<file path="src/common/wdrl_defs.vh">
// constants for the watchdog time-out and reload lock block
// How it works
// [RULE1] a reset-mode time-out outside stop mode pulses the system reset and sets the watchdog cause flag.
// [RULE2] a reset-mode time-out in stop mode starts stop-mode recovery instead of a system reset.
// [RULE3] after a stop-mode time-out both the watchdog cause flag and the stop recovery flag read 1.
// [RULE4] reload bytes stay protected until 55H then AAH are written back to back to the control address.
// [RULE5] unlock writes to the control address leave the control register bits unchanged.
// [RULE6] software writes the upper, then high, then low reload byte after unlocking.
// [RULE7] software makes no other register write between the steps of the sequence.
// [RULE8] any other write during the sequence relocks and rejects reload writes until a fresh 55H.
// [RULE9] the reload value is copied into the counter on first enable and on every refresh.
// [RULE10] software should load factory calibration to correct the imprecise oscillator period.
// [RULE11] an interrupt-mode time-out in stop mode recovers and then raises the interrupt if enabled.
// [RULE12] in debug mode an enabled watchdog is refreshed continuously and never times out.
// [RULE13] the counter decrements each tick from the 24-bit reload and times out at zero.
`ifndef WDRL_DEFS_VH
`define WDRL_DEFS_VH
// ****************
// register offsets
// ****************
`define WDRL_CTRL_OFF 8'h00
`define WDRL_RLDU_OFF 8'h04
`define WDRL_RLDH_OFF 8'h08
`define WDRL_RLDL_OFF 8'h0C
`define WDRL_CAUSE_OFF 8'h10
`define WDRL_IRQ_STAT_OFF 8'h14
`define WDRL_IRQ_CLR_OFF 8'h18
`define WDRL_IRQ_EN_OFF 8'h1C
`define WDRL_COUNT_OFF 8'h20
// ****************
// fields and values
// ****************
`define WDRL_CTRL_EN_BIT 0
`define WDRL_CTRL_INTMODE_BIT 1
`define WDRL_CAUSE_WDT_BIT 0
`define WDRL_CAUSE_STOP_BIT 1
`define WDRL_UNLOCK1 8'h55
`define WDRL_UNLOCK2 8'hAA
`define WDRL_RLD_RESET 24'hFFFFFF
`define WDRL_RESP_OKAY 2'b00
`define WDRL_RESP_SLVERR 2'b10
`endif

</file>
<file path="src/design/wdrl_top.v">
// watchdog time-out handling with reload lock, AXI4-Lite slave
//
// The address map and the AXI4-Lite slave port are this design's own decisions.
`timescale 1ns/1ps
`include "wdrl_defs.vh"
module wdrl_top #(
  parameter RLD_W = 24
) (
  mclk,
  rst_n,
  ce,
  s_axi_awaddr,
  s_axi_awvalid,
  s_axi_awready,
  s_axi_wdata,
  s_axi_wstrb,
  s_axi_wvalid,
  s_axi_wready,
  s_axi_bresp,
  s_axi_bvalid,
  s_axi_bready,
  s_axi_araddr,
  s_axi_arvalid,
  s_axi_arready,
  s_axi_rdata,
  s_axi_rresp,
  s_axi_rvalid,
  s_axi_rready,
  wdt_tick,
  refresh,
  stop_mode,
  debug_mode,
  irq_global_en,
  sys_reset,
  stop_recover,
  wdt_irq,
  irq
);
  input wire mclk;
  input wire rst_n;
  input wire ce;
  input wire [7:0] s_axi_awaddr;
  input wire s_axi_awvalid;
  output reg s_axi_awready;
  input wire [31:0] s_axi_wdata;
  input wire [3:0] s_axi_wstrb;
  input wire s_axi_wvalid;
  output reg s_axi_wready;
  output reg [1:0] s_axi_bresp;
  output reg s_axi_bvalid;
  input wire s_axi_bready;
  input wire [7:0] s_axi_araddr;
  input wire s_axi_arvalid;
  output reg s_axi_arready;
  output reg [31:0] s_axi_rdata;
  output reg [1:0] s_axi_rresp;
  output reg s_axi_rvalid;
  input wire s_axi_rready;
  input wire wdt_tick;
  input wire refresh;
  input wire stop_mode;
  input wire debug_mode;
  input wire irq_global_en;
  output reg sys_reset;
  output reg stop_recover;
  output reg wdt_irq;
  output reg irq;

  // ****************
  // lock states
  // ****************
  localparam [2:0] LK_LOCKED = 3'd0;
  localparam [2:0] LK_GOT55 = 3'd1;
  localparam [2:0] LK_OPEN_U = 3'd2;
  localparam [2:0] LK_OPEN_H = 3'd3;
  localparam [2:0] LK_OPEN_L = 3'd4;

  function is_mapped;
    input [7:0] a;
    begin
      if (a == `WDRL_CTRL_OFF) is_mapped = 1'b1;
      else if (a == `WDRL_RLDU_OFF) is_mapped = 1'b1;
      else if (a == `WDRL_RLDH_OFF) is_mapped = 1'b1;
      else if (a == `WDRL_RLDL_OFF) is_mapped = 1'b1;
      else if (a == `WDRL_CAUSE_OFF) is_mapped = 1'b1;
      else if (a == `WDRL_IRQ_STAT_OFF) is_mapped = 1'b1;
      else if (a == `WDRL_IRQ_CLR_OFF) is_mapped = 1'b1;
      else if (a == `WDRL_IRQ_EN_OFF) is_mapped = 1'b1;
      else if (a == `WDRL_COUNT_OFF) is_mapped = 1'b1;
      else is_mapped = 1'b0;
    end
  endfunction

  reg [7:0] awaddr_q;
  reg aw_have_q;
  reg [31:0] wdata_q;
  reg [3:0] wstrb_q;
  reg w_have_q;
  reg [1:0] ctrl_q;
  reg [RLD_W-1:0] rld_q;
  reg [RLD_W-1:0] cnt_q;
  reg run_q;
  reg [2:0] lk_q;
  reg [2:0] lk_d;
  reg [1:0] cause_q;
  reg [1:0] stat_q;
  reg [1:0] ien_q;
  reg irq_pend_q;

  wire wr_go = aw_have_q & w_have_q & ~s_axi_bvalid;
  wire [7:0] wb = wdata_q[7:0];
  wire wb_ok = wstrb_q[0];
  wire wr_ctrl = wr_go & (awaddr_q == `WDRL_CTRL_OFF);
  wire is_55 = wr_ctrl & wb_ok & (wb == `WDRL_UNLOCK1);
  wire is_aa = wr_ctrl & wb_ok & (wb == `WDRL_UNLOCK2);
  wire wr_u = wr_go & (awaddr_q == `WDRL_RLDU_OFF) & (lk_q == LK_OPEN_U);
  wire wr_h = wr_go & (awaddr_q == `WDRL_RLDH_OFF) & (lk_q == LK_OPEN_H);
  wire wr_l = wr_go & (awaddr_q == `WDRL_RLDL_OFF) & (lk_q == LK_OPEN_L);
  wire en_now = ctrl_q[`WDRL_CTRL_EN_BIT];
  wire int_mode = ctrl_q[`WDRL_CTRL_INTMODE_BIT];
  wire load = (en_now & ~run_q) | (en_now & refresh) | (en_now & debug_mode); // RULE9 RULE12
  wire timeout = en_now & run_q & ~load & wdt_tick & (cnt_q == {RLD_W{1'b0}}); // RULE13
  wire clr_hit = wr_go & (awaddr_q == `WDRL_IRQ_CLR_OFF) & wb_ok;
  wire [1:0] ev = {timeout & stop_mode, timeout};

  // ****************
  // lock state machine
  // ****************
  always @* begin
    lk_d = lk_q;
    if (wr_go) begin
      case (lk_q)
        LK_LOCKED: lk_d = is_55 ? LK_GOT55 : LK_LOCKED; // RULE4
        LK_GOT55: lk_d = is_aa ? LK_OPEN_U : (is_55 ? LK_GOT55 : LK_LOCKED); // RULE4 RULE8
        LK_OPEN_U: lk_d = wr_u ? LK_OPEN_H : (is_55 ? LK_GOT55 : LK_LOCKED); // RULE8
        LK_OPEN_H: lk_d = wr_h ? LK_OPEN_L : (is_55 ? LK_GOT55 : LK_LOCKED); // RULE8
        LK_OPEN_L: lk_d = is_55 ? LK_GOT55 : LK_LOCKED; // RULE8
        default: lk_d = LK_LOCKED;
      endcase
    end
  end

  // ****************
  // bus slave and registers
  // ****************
  always @(posedge mclk) begin
    if (!rst_n) begin
      awaddr_q <= 8'h00;
      aw_have_q <= 1'b0;
      wdata_q <= 32'h00000000;
      wstrb_q <= 4'h0;
      w_have_q <= 1'b0;
      s_axi_awready <= 1'b0;
      s_axi_wready <= 1'b0;
      s_axi_bvalid <= 1'b0;
      s_axi_bresp <= `WDRL_RESP_OKAY;
      s_axi_arready <= 1'b0;
      s_axi_rvalid <= 1'b0;
      s_axi_rresp <= `WDRL_RESP_OKAY;
      s_axi_rdata <= 32'h00000000;
      ctrl_q <= 2'b00;
      rld_q <= `WDRL_RLD_RESET;
      lk_q <= LK_LOCKED;
      ien_q <= 2'b00;
    end else if (ce) begin
      s_axi_awready <= ~aw_have_q & ~s_axi_awready & s_axi_awvalid;
      s_axi_wready <= ~w_have_q & ~s_axi_wready & s_axi_wvalid;
      if (s_axi_awvalid & s_axi_awready) begin
        aw_have_q <= 1'b1;
        awaddr_q <= s_axi_awaddr;
      end
      if (s_axi_wvalid & s_axi_wready) begin
        w_have_q <= 1'b1;
        wdata_q <= s_axi_wdata;
        wstrb_q <= s_axi_wstrb;
      end
      lk_q <= lk_d;
      if (wr_go) begin
        aw_have_q <= 1'b0;
        w_have_q <= 1'b0;
        s_axi_bvalid <= 1'b1;
        s_axi_bresp <= is_mapped(awaddr_q) ? `WDRL_RESP_OKAY : `WDRL_RESP_SLVERR;
        // unlock bytes never reach the control bits
        if (wr_ctrl & wb_ok & ~is_55 & ~is_aa) ctrl_q <= wb[1:0]; // RULE5
        if (wr_u) rld_q[23:16] <= wb; // RULE6
        if (wr_h) rld_q[15:8] <= wb; // RULE6
        if (wr_l) rld_q[7:0] <= wb; // RULE6
        if ((awaddr_q == `WDRL_IRQ_EN_OFF) & wb_ok) ien_q <= wb[1:0];
      end else if (s_axi_bvalid & s_axi_bready) begin
        s_axi_bvalid <= 1'b0;
      end
      s_axi_arready <= ~s_axi_arready & ~s_axi_rvalid & s_axi_arvalid;
      if (s_axi_arvalid & s_axi_arready) begin
        s_axi_rvalid <= 1'b1;
        s_axi_rresp <= is_mapped(s_axi_araddr) ? `WDRL_RESP_OKAY : `WDRL_RESP_SLVERR;
        if (s_axi_araddr == `WDRL_CTRL_OFF) s_axi_rdata <= {30'd0, ctrl_q};
        else if (s_axi_araddr == `WDRL_RLDU_OFF) s_axi_rdata <= {24'd0, rld_q[23:16]};
        else if (s_axi_araddr == `WDRL_RLDH_OFF) s_axi_rdata <= {24'd0, rld_q[15:8]};
        else if (s_axi_araddr == `WDRL_RLDL_OFF) s_axi_rdata <= {24'd0, rld_q[7:0]};
        else if (s_axi_araddr == `WDRL_CAUSE_OFF) s_axi_rdata <= {30'd0, cause_q};
        else if (s_axi_araddr == `WDRL_IRQ_STAT_OFF) s_axi_rdata <= {30'd0, stat_q};
        else if (s_axi_araddr == `WDRL_IRQ_EN_OFF) s_axi_rdata <= {30'd0, ien_q};
        else if (s_axi_araddr == `WDRL_COUNT_OFF) s_axi_rdata <= {{(32-RLD_W){1'b0}}, cnt_q};
        else s_axi_rdata <= 32'h00000000;
      end else if (s_axi_rvalid & s_axi_rready) begin
        s_axi_rvalid <= 1'b0;
      end
    end
  end

  // ****************
  // counter and time-out actions
  // ****************
  always @(posedge mclk) begin
    if (!rst_n) begin
      cnt_q <= `WDRL_RLD_RESET;
      run_q <= 1'b0;
      sys_reset <= 1'b0;
      stop_recover <= 1'b0;
      irq_pend_q <= 1'b0;
      wdt_irq <= 1'b0;
      stat_q <= 2'b00;
      irq <= 1'b0;
    end else if (ce) begin
      run_q <= en_now;
      if (load) cnt_q <= rld_q; // RULE9 RULE12
      else if (en_now & wdt_tick & (cnt_q != {RLD_W{1'b0}})) cnt_q <= cnt_q - 1'b1; // RULE13
      else if (timeout) cnt_q <= rld_q;
      // one-cycle pulses towards the reset and clock controller
      sys_reset <= timeout & ~int_mode & ~stop_mode; // RULE1
      stop_recover <= timeout & stop_mode; // RULE2 RULE11
      // the interrupt waits for the recovery pulse to go first
      irq_pend_q <= timeout & int_mode;
      wdt_irq <= irq_pend_q & irq_global_en; // RULE11
      // set wins over a clear in the same cycle
      stat_q <= (stat_q & ~(clr_hit ? wb[1:0] : 2'b00)) | ev;
      irq <= |((stat_q | ev) & ien_q);
    end
  end

  // cause flags survive the system reset they report, so they use no reset here
  always @(posedge mclk) begin
    if (ce & timeout) begin
      cause_q[`WDRL_CAUSE_WDT_BIT] <= 1'b1; // RULE1 RULE3
      cause_q[`WDRL_CAUSE_STOP_BIT] <= stop_mode; // RULE3
    end else if (ce & wr_go & (awaddr_q == `WDRL_CAUSE_OFF) & wb_ok) begin
      cause_q <= cause_q & ~wb[1:0];
    end
  end
endmodule

</file>
<file path="config.mk">
export PLATFORM = sky130hd
export DESIGN_NAME = wdrl_top
export DESIGN_NICKNAME = d
export VERILOG_FILES = /design/src/design/wdrl_top.v
export VERILOG_INCLUDE_DIRS = /design/src /design/src/common
export SDC_FILE = /design/constraint.sdc
export NUM_CORES = 1
export LEC_CHECK = 0
export BUFFER_PORTS_ARGS = -buffer_cell sky130_fd_sc_hd__buf_2
export CAP_MARGIN = 0
export CORE_MARGIN = 2
export CORE_UTILIZATION = 55
export CTS_CLUSTER_DIAMETER = 60
export CTS_CLUSTER_SIZE = 10
export DETAILED_ROUTE_END_ITERATION = 8
export PLACE_DENSITY = 0.85
export SLEW_MARGIN = 15
export SYNTH_ARGS = -nofsm -noshare
export SYNTH_HDL_FRONTEND = slang
export SYNTH_SLANG_ARGS = --single-unit
</file>
<file path="constraint.sdc">
create_clock -name mclk -period 2.5 [get_ports mclk]
set_input_delay 0.25 -clock mclk [delete_from_list [all_inputs] [get_ports mclk]]
set_output_delay 0.25 -clock mclk [all_outputs]
set_load 0.02 [all_outputs]
</file>
# Word level (Yosys, flattened, before mapping)

Index checks and enable logic that the tools add are counted.

Input bits: 65
Memory bits (writable): 0
Bits in read-only memories: 0
Bits in registers: 125
Latch bits: 0
Output and inout port bits: 45
Memories kept: 0

Divide/modulo/power cells: 0
Magnitude comparators: 0
Multipliers: 0
Add/sub/neg operators: 1
Equal/unequal tests: 22
Reduce and logical (&&, ||, !) cells: 27
Bitwise operators: 68
Shifts and indexed selects: 0
Muxes and demuxes: 53

Operators by type and width:

| kind                    | number |
|---|---|
| $mux W24                | 11 |
| $eq A8 B5 Y1 const B    | 8 |
| $and A1 B1 Y1           | 46 |
| $mux W1                 | 33 |
| $eq A8 B4 Y1 const B    | 4 |
| $logic_not A24 Y1       | 1 |
| $reduce_bool A24 Y1     | 1 |
| $sub A24 B1 Y24 const B | 1 |
| $reduce_and A2 Y1       | 9 |
| $eq A8 B3 Y1 const B    | 2 |
| $eq A8 B6 Y1 const B    | 2 |
| $logic_not A8 Y1        | 2 |
| $reduce_and A3 Y1       | 5 |
| $not A1 Y1              | 13 |
| $pmux W3 S4             | 1 |
| $mux W2                 | 5 |
| $reduce_bool A2 Y1      | 5 |
| $mux W3                 | 3 |
| $eq A8 B7 Y1 const B    | 1 |
| $eq A8 B8 Y1 const B    | 1 |
| $and A2 B2 Y2           | 3 |
| $eq A3 B2 Y1 const B    | 2 |
| $not A2 Y2              | 2 |
| $or A2 B2 Y2            | 2 |
| 6 further kinds         | 8 |

# Longest topological paths before layout

Depth after elaboration: 14
Depth in mapped cells: 9
Depth with buffers taken out: 8

# Least setup slack after synthesis

No wires, ideal clock.

Kind: register to register
Start point: register cnt_q[4]
End point: register cnt_q[1]
Library setup time: 0.137 ns
Cell stages (with the launch flop): 9
Setup slack: 0.371 ns
Data arrival time: 1.992 ns
Required time: 2.363 ns
Cells stage by stage: dfxtp_1 > buf_6 > nor4_4 > nand4_4 > o31a_1 > buf_6 > buf_2 > o211ai_1 > o211ai_1

Cells in the longest elaborated chain, start to end: 4

RTL lines:

| item                                                     | RTL line                       | source |
|---|---|---|
| start: declaration                                       | wdrl_top.v:101                 | `reg [RLD_W-1:0] cnt_q;` |
| start signal: assignment                                 | wdrl_top.v:216                 | `` cnt_q <= `WDRL_RLD_RESET; `` |
| start signal: assignment                                 | wdrl_top.v:226                 | `if (load) cnt_q <= rld_q;` |
| start signal: assignment                                 | wdrl_top.v:227                 | `else if (en_now & wdt_tick & (cnt_q != {RLD_W{1'b0}})) cnt_q <= cnt_q - 1'b1;` |
| $logic_not A24 Y1 or $reduce_bool A24 Y1 (tied branches) | wdrl_top.v:122, wdrl_top.v:227 |  |
| $and A1 B1 Y1 (on tied branches)                         | wdrl_top.v:122, wdrl_top.v:227 |  |
| $reduce_bool A3 Y1 (no line) or $mux W24 (tied branches) | -                              |  |
| $reduce_and A2 Y1 (no line) or $mux W24 (tied branches)  | -                              |  |

Parallel ways exist; a longest one is shown, timed or not.
A chain may end at the register's enable or synchronous reset.

# Worst setup path after layout

Start point: register awaddr_q[4]
End point: register rld_q[10]

Cells in the longest elaborated chain, start to end: 4

RTL lines:

| item                        | RTL line       | source |
|---|---|---|
| start: declaration          | wdrl_top.v:94  | `reg [7:0] awaddr_q;` |
| start signal: assignment    | wdrl_top.v:170 | `awaddr_q <= s_axi_awaddr;` |
| $eq A8 B4 Y1 (no line)      | -              |  |
| $and A1 B1 Y1 (2 in series) | wdrl_top.v:117 | `` wire wr_h = wr_go & (awaddr_q == `WDRL_RLDH_OFF) & (lk_q == LK_OPEN_H); `` |
| $reduce_and A3 Y1 (no line) | -              |  |
| end signal: assignment      | wdrl_top.v:162 | `` rld_q <= `WDRL_RLD_RESET; `` |
| end signal: assignment      | wdrl_top.v:186 | `if (wr_h) rld_q[15:8] <= wb;` |
| end: declaration            | wdrl_top.v:100 | `reg [RLD_W-1:0] rld_q;` |

No other way between the ends.

==> results.md <==
- Status: complete, no violations
- Synth top cells by count: nand2_1 (125), dfxtp_1 (114), a21oi_1 (50)
- Clock Sinks: 115
- Layout Area Growth over Synthesis: 22.3%
- Post-synthesis xor/xnor area fraction: 0%
- CTS tree: yes
- Post-DP Area: 6130 um^2
- Initial core utilization: 55.6%
- Final Cycle Share: 94.9%
- Place WS: 0.231 ns
- Antenna cells: 0
- Root Driver: clkbuf_8
- Full die area: 11100 um^2
- Top post-synthesis cells by area: dfxtp_1 (40%), nand2_1 (8.3%), mux2i_1 (5.7%)
- Clk_lat worst skew: 0.53 ns
- Endpoints failing setup: 0
- GRT met1 Usage: 32.8%
- Setup TNS: 0 ns
- Row Count: 37
- Post-synthesis mux area share: 6.45%
- Count of flip-flops with a built-in enable after synthesis: 1
- Largest family of logic cells by synthesized area: simple AND/OR/NAND/NOR gates
- Worst setup SP type: register
- Routability cong.: 0.854
- Clock buffer depth: 2
- Compound-Gate Fraction of Synth Area: 18.0%
- H-tree depth reported by CTS: 4
- Die height: 106 um
- Slowest stage delay, CP: 0.58 ns
- Worst relative slew slack: 40.9%
- Crit path max fanout: 9
- Netlist area before placement: 5670 um^2
- Vias: 5625
- Initial antenna violation count: 0
- Worst Setup Slack, final: 0.128 ns
- Number of global-route vias before repair: 5344
- Fraction of final layout cells sized beyond drive strength 1: 17.1%
- First-pass GRT wire length: 25100 um
- Fraction of the mapped netlist area in simple logic gates: 29.0%
- Drt via density: 6.00
- Max-cap viol count: 0
- Detailed placer's ending HPWL: 10200 um
- Hold Fails Final Rpt: 0
- Post-cts repair resize count: 0
- Post-route ant nets: 0
- Fin nets: 857
- Port Buffers: 72
- Async SR Flop Fraction: 0%
- Largest net degree at the start of global routing: 67
- WP data required: 2.90 ns
- Core area: 10200 um^2
- Setup CP Type: reg -> reg
- Busiest grt layer: met2
- Post-synthesis instance total: 708
- Cell with the most instances after synthesis: nand2_1
- Hold WS: 0.0130 ns
- Drt first pass iters: 5
- Die Width: 106 um
- Worst slew pin tran: 0.887 ns
- Slowest CP cell: or4_1
- Area leader, netlist: dfxtp_1
- WL final: 15300 um
- Predominant post-synthesis flop cell: dfxtp_1
- Clk pin slew, worst setup/hold paths: 0.06 ns
- Finished Cell Area: 6930 um^2
- FF+latch count, synth: 115
- Register area share after synthesis: 40.8%
- WL per Instance: 16.3 um
- Global routing usage on met2: 47.6%
- I/O pins: 110
- Hold buffer count at CTS: 17
- Total track usage: 28.0%
- Max Slew Vio Count: 0
- Hold Path Class: in -> reg
- Final min period: 2.37 ns
- Power density over the cells: 664 nW/um^2
- Max VDD drop: 0.466 mV
- Post-layout util: 68.0%
- Crit path DAT: 2.77 ns
- RSZ-0062 raised after global routing: false
- Static Leak: 2.70 nW
- Setup bufs post-CTS: 0
- FMAX: 0.422 GHz
- Clock skew: 0.0119 ns
- Gr ovfl total: 0
- Yosys warnings: 0
- Mapped Avg Cell Area: 8.00 um^2
- Synth Area in Adders: 0.442%
- Setup crit end kind: register
- Area share of the largest cell type after synthesis: 40.3%
- Drt initial violations: 462
- # DRC: 0
- Worst-path cell chain: or4_1 -> nor3_1 -> nand4b_1 -> nor2_4 -> mux2i_1 -> nand2_1
- Synth cell types: 55
- TritonCTS Buffers: 17
- Met3 Track Usage GR: 7.24%
layout by cell type (no fill, tap or decap), drive strengths merged, types with 5 or more instances in the layout:
cell type,n
inv,5
buf,95
nor2,50
conb,10
nand2,125
nor3,18
nor2b,9
dlygate4sd3,17
nand3,44
a31oi,11
o211ai,9
o31ai,5
nand2b,19
nor3b,6
mux2i,32
clkbuf,22
a21boi,21
nor4,16
o21ai,34
a21oi,50
and3,5
nand4,19
a22oi,8
dfxtp,114
a32oi,7
where the power goes:
part	total, mW	internal [mW]	switching [mW]
Clock	2.54	1.71	0.828
Sequential	1.86	1.85	0.0128
Combinational	0.200	0.0809	0.119
through the flow:
| step | cells | power (mW) |
|---|---|---|
| 2_1_floorplan | 717 | 2.02 |
| 3_3_place_gp | 890 | 2.07 |
| 3_5_place_dp | 890 | 2.07 |
| 4_1_cts | 938 | 4.60 |
| 5_1_grt | 938 | 4.72 |
| 6_report | 938 | 4.60 |
cell type report:
cell class,count,area (um^2)
Clock inverter,9,151
Tap cell,136,170
Multi-Input combinational cell,539,3090
Clock buffer,22,473
Inverter,5,18.8
Sequential cell,115,2310
Fill cell,766,3260
Timing Repair Buffer,112,716
worst paths after layout:
check             startpoint               to  slack, ns  cells past startpoint
min reg2reg  s_axi_rdata[18]  s_axi_rdata[18]       0.44                      2
max              awaddr_q[4]        rld_q[10]       0.13                      6
min            irq_global_en          wdt_irq       0.01                      3
max reg2reg      awaddr_q[4]        rld_q[10]       0.13                      6
sequential cells by signal, indices dropped and copies added (netlist names), 2 cells and up:
register / flops
awaddr_q: 8
cause_q: 2
cnt_q: 24
ctrl_q: 2
ien_q: 2
lk_q: 3
rld_q: 24
s_axi_rdata: 24
stat_q: 2
wdata_q: 8
metal layers:
metal	share of wire, %	wire (um)	up-vias
met1	41	6220	2641
met5	0	0	-
li1	-	-	2684
met2	50	7630	254
met3	6.9	1060	46
met4	2.7	408	0
worst max-delay path, delay by kind of cell, from the launching register on:
family | cells | cell delay (ns)
DFF | 1 | 0.34
muxes | 1 | 0.25
and+or+nand+nor | 5 | 1.66
logic make-up (layout without fill, tap and decap cells):
family,after synthesis,in the layout
buffers and inverters,63,148
other,1,10
adder cells (fa/ha/maj),2,2
multiplexers,36,36
AND/OR/NAND/NOR,330,330
AO/OA/AOI/OAI,161,161
flip-flops,115,115
No activity file was read; power rests on OpenSTA's default activity.
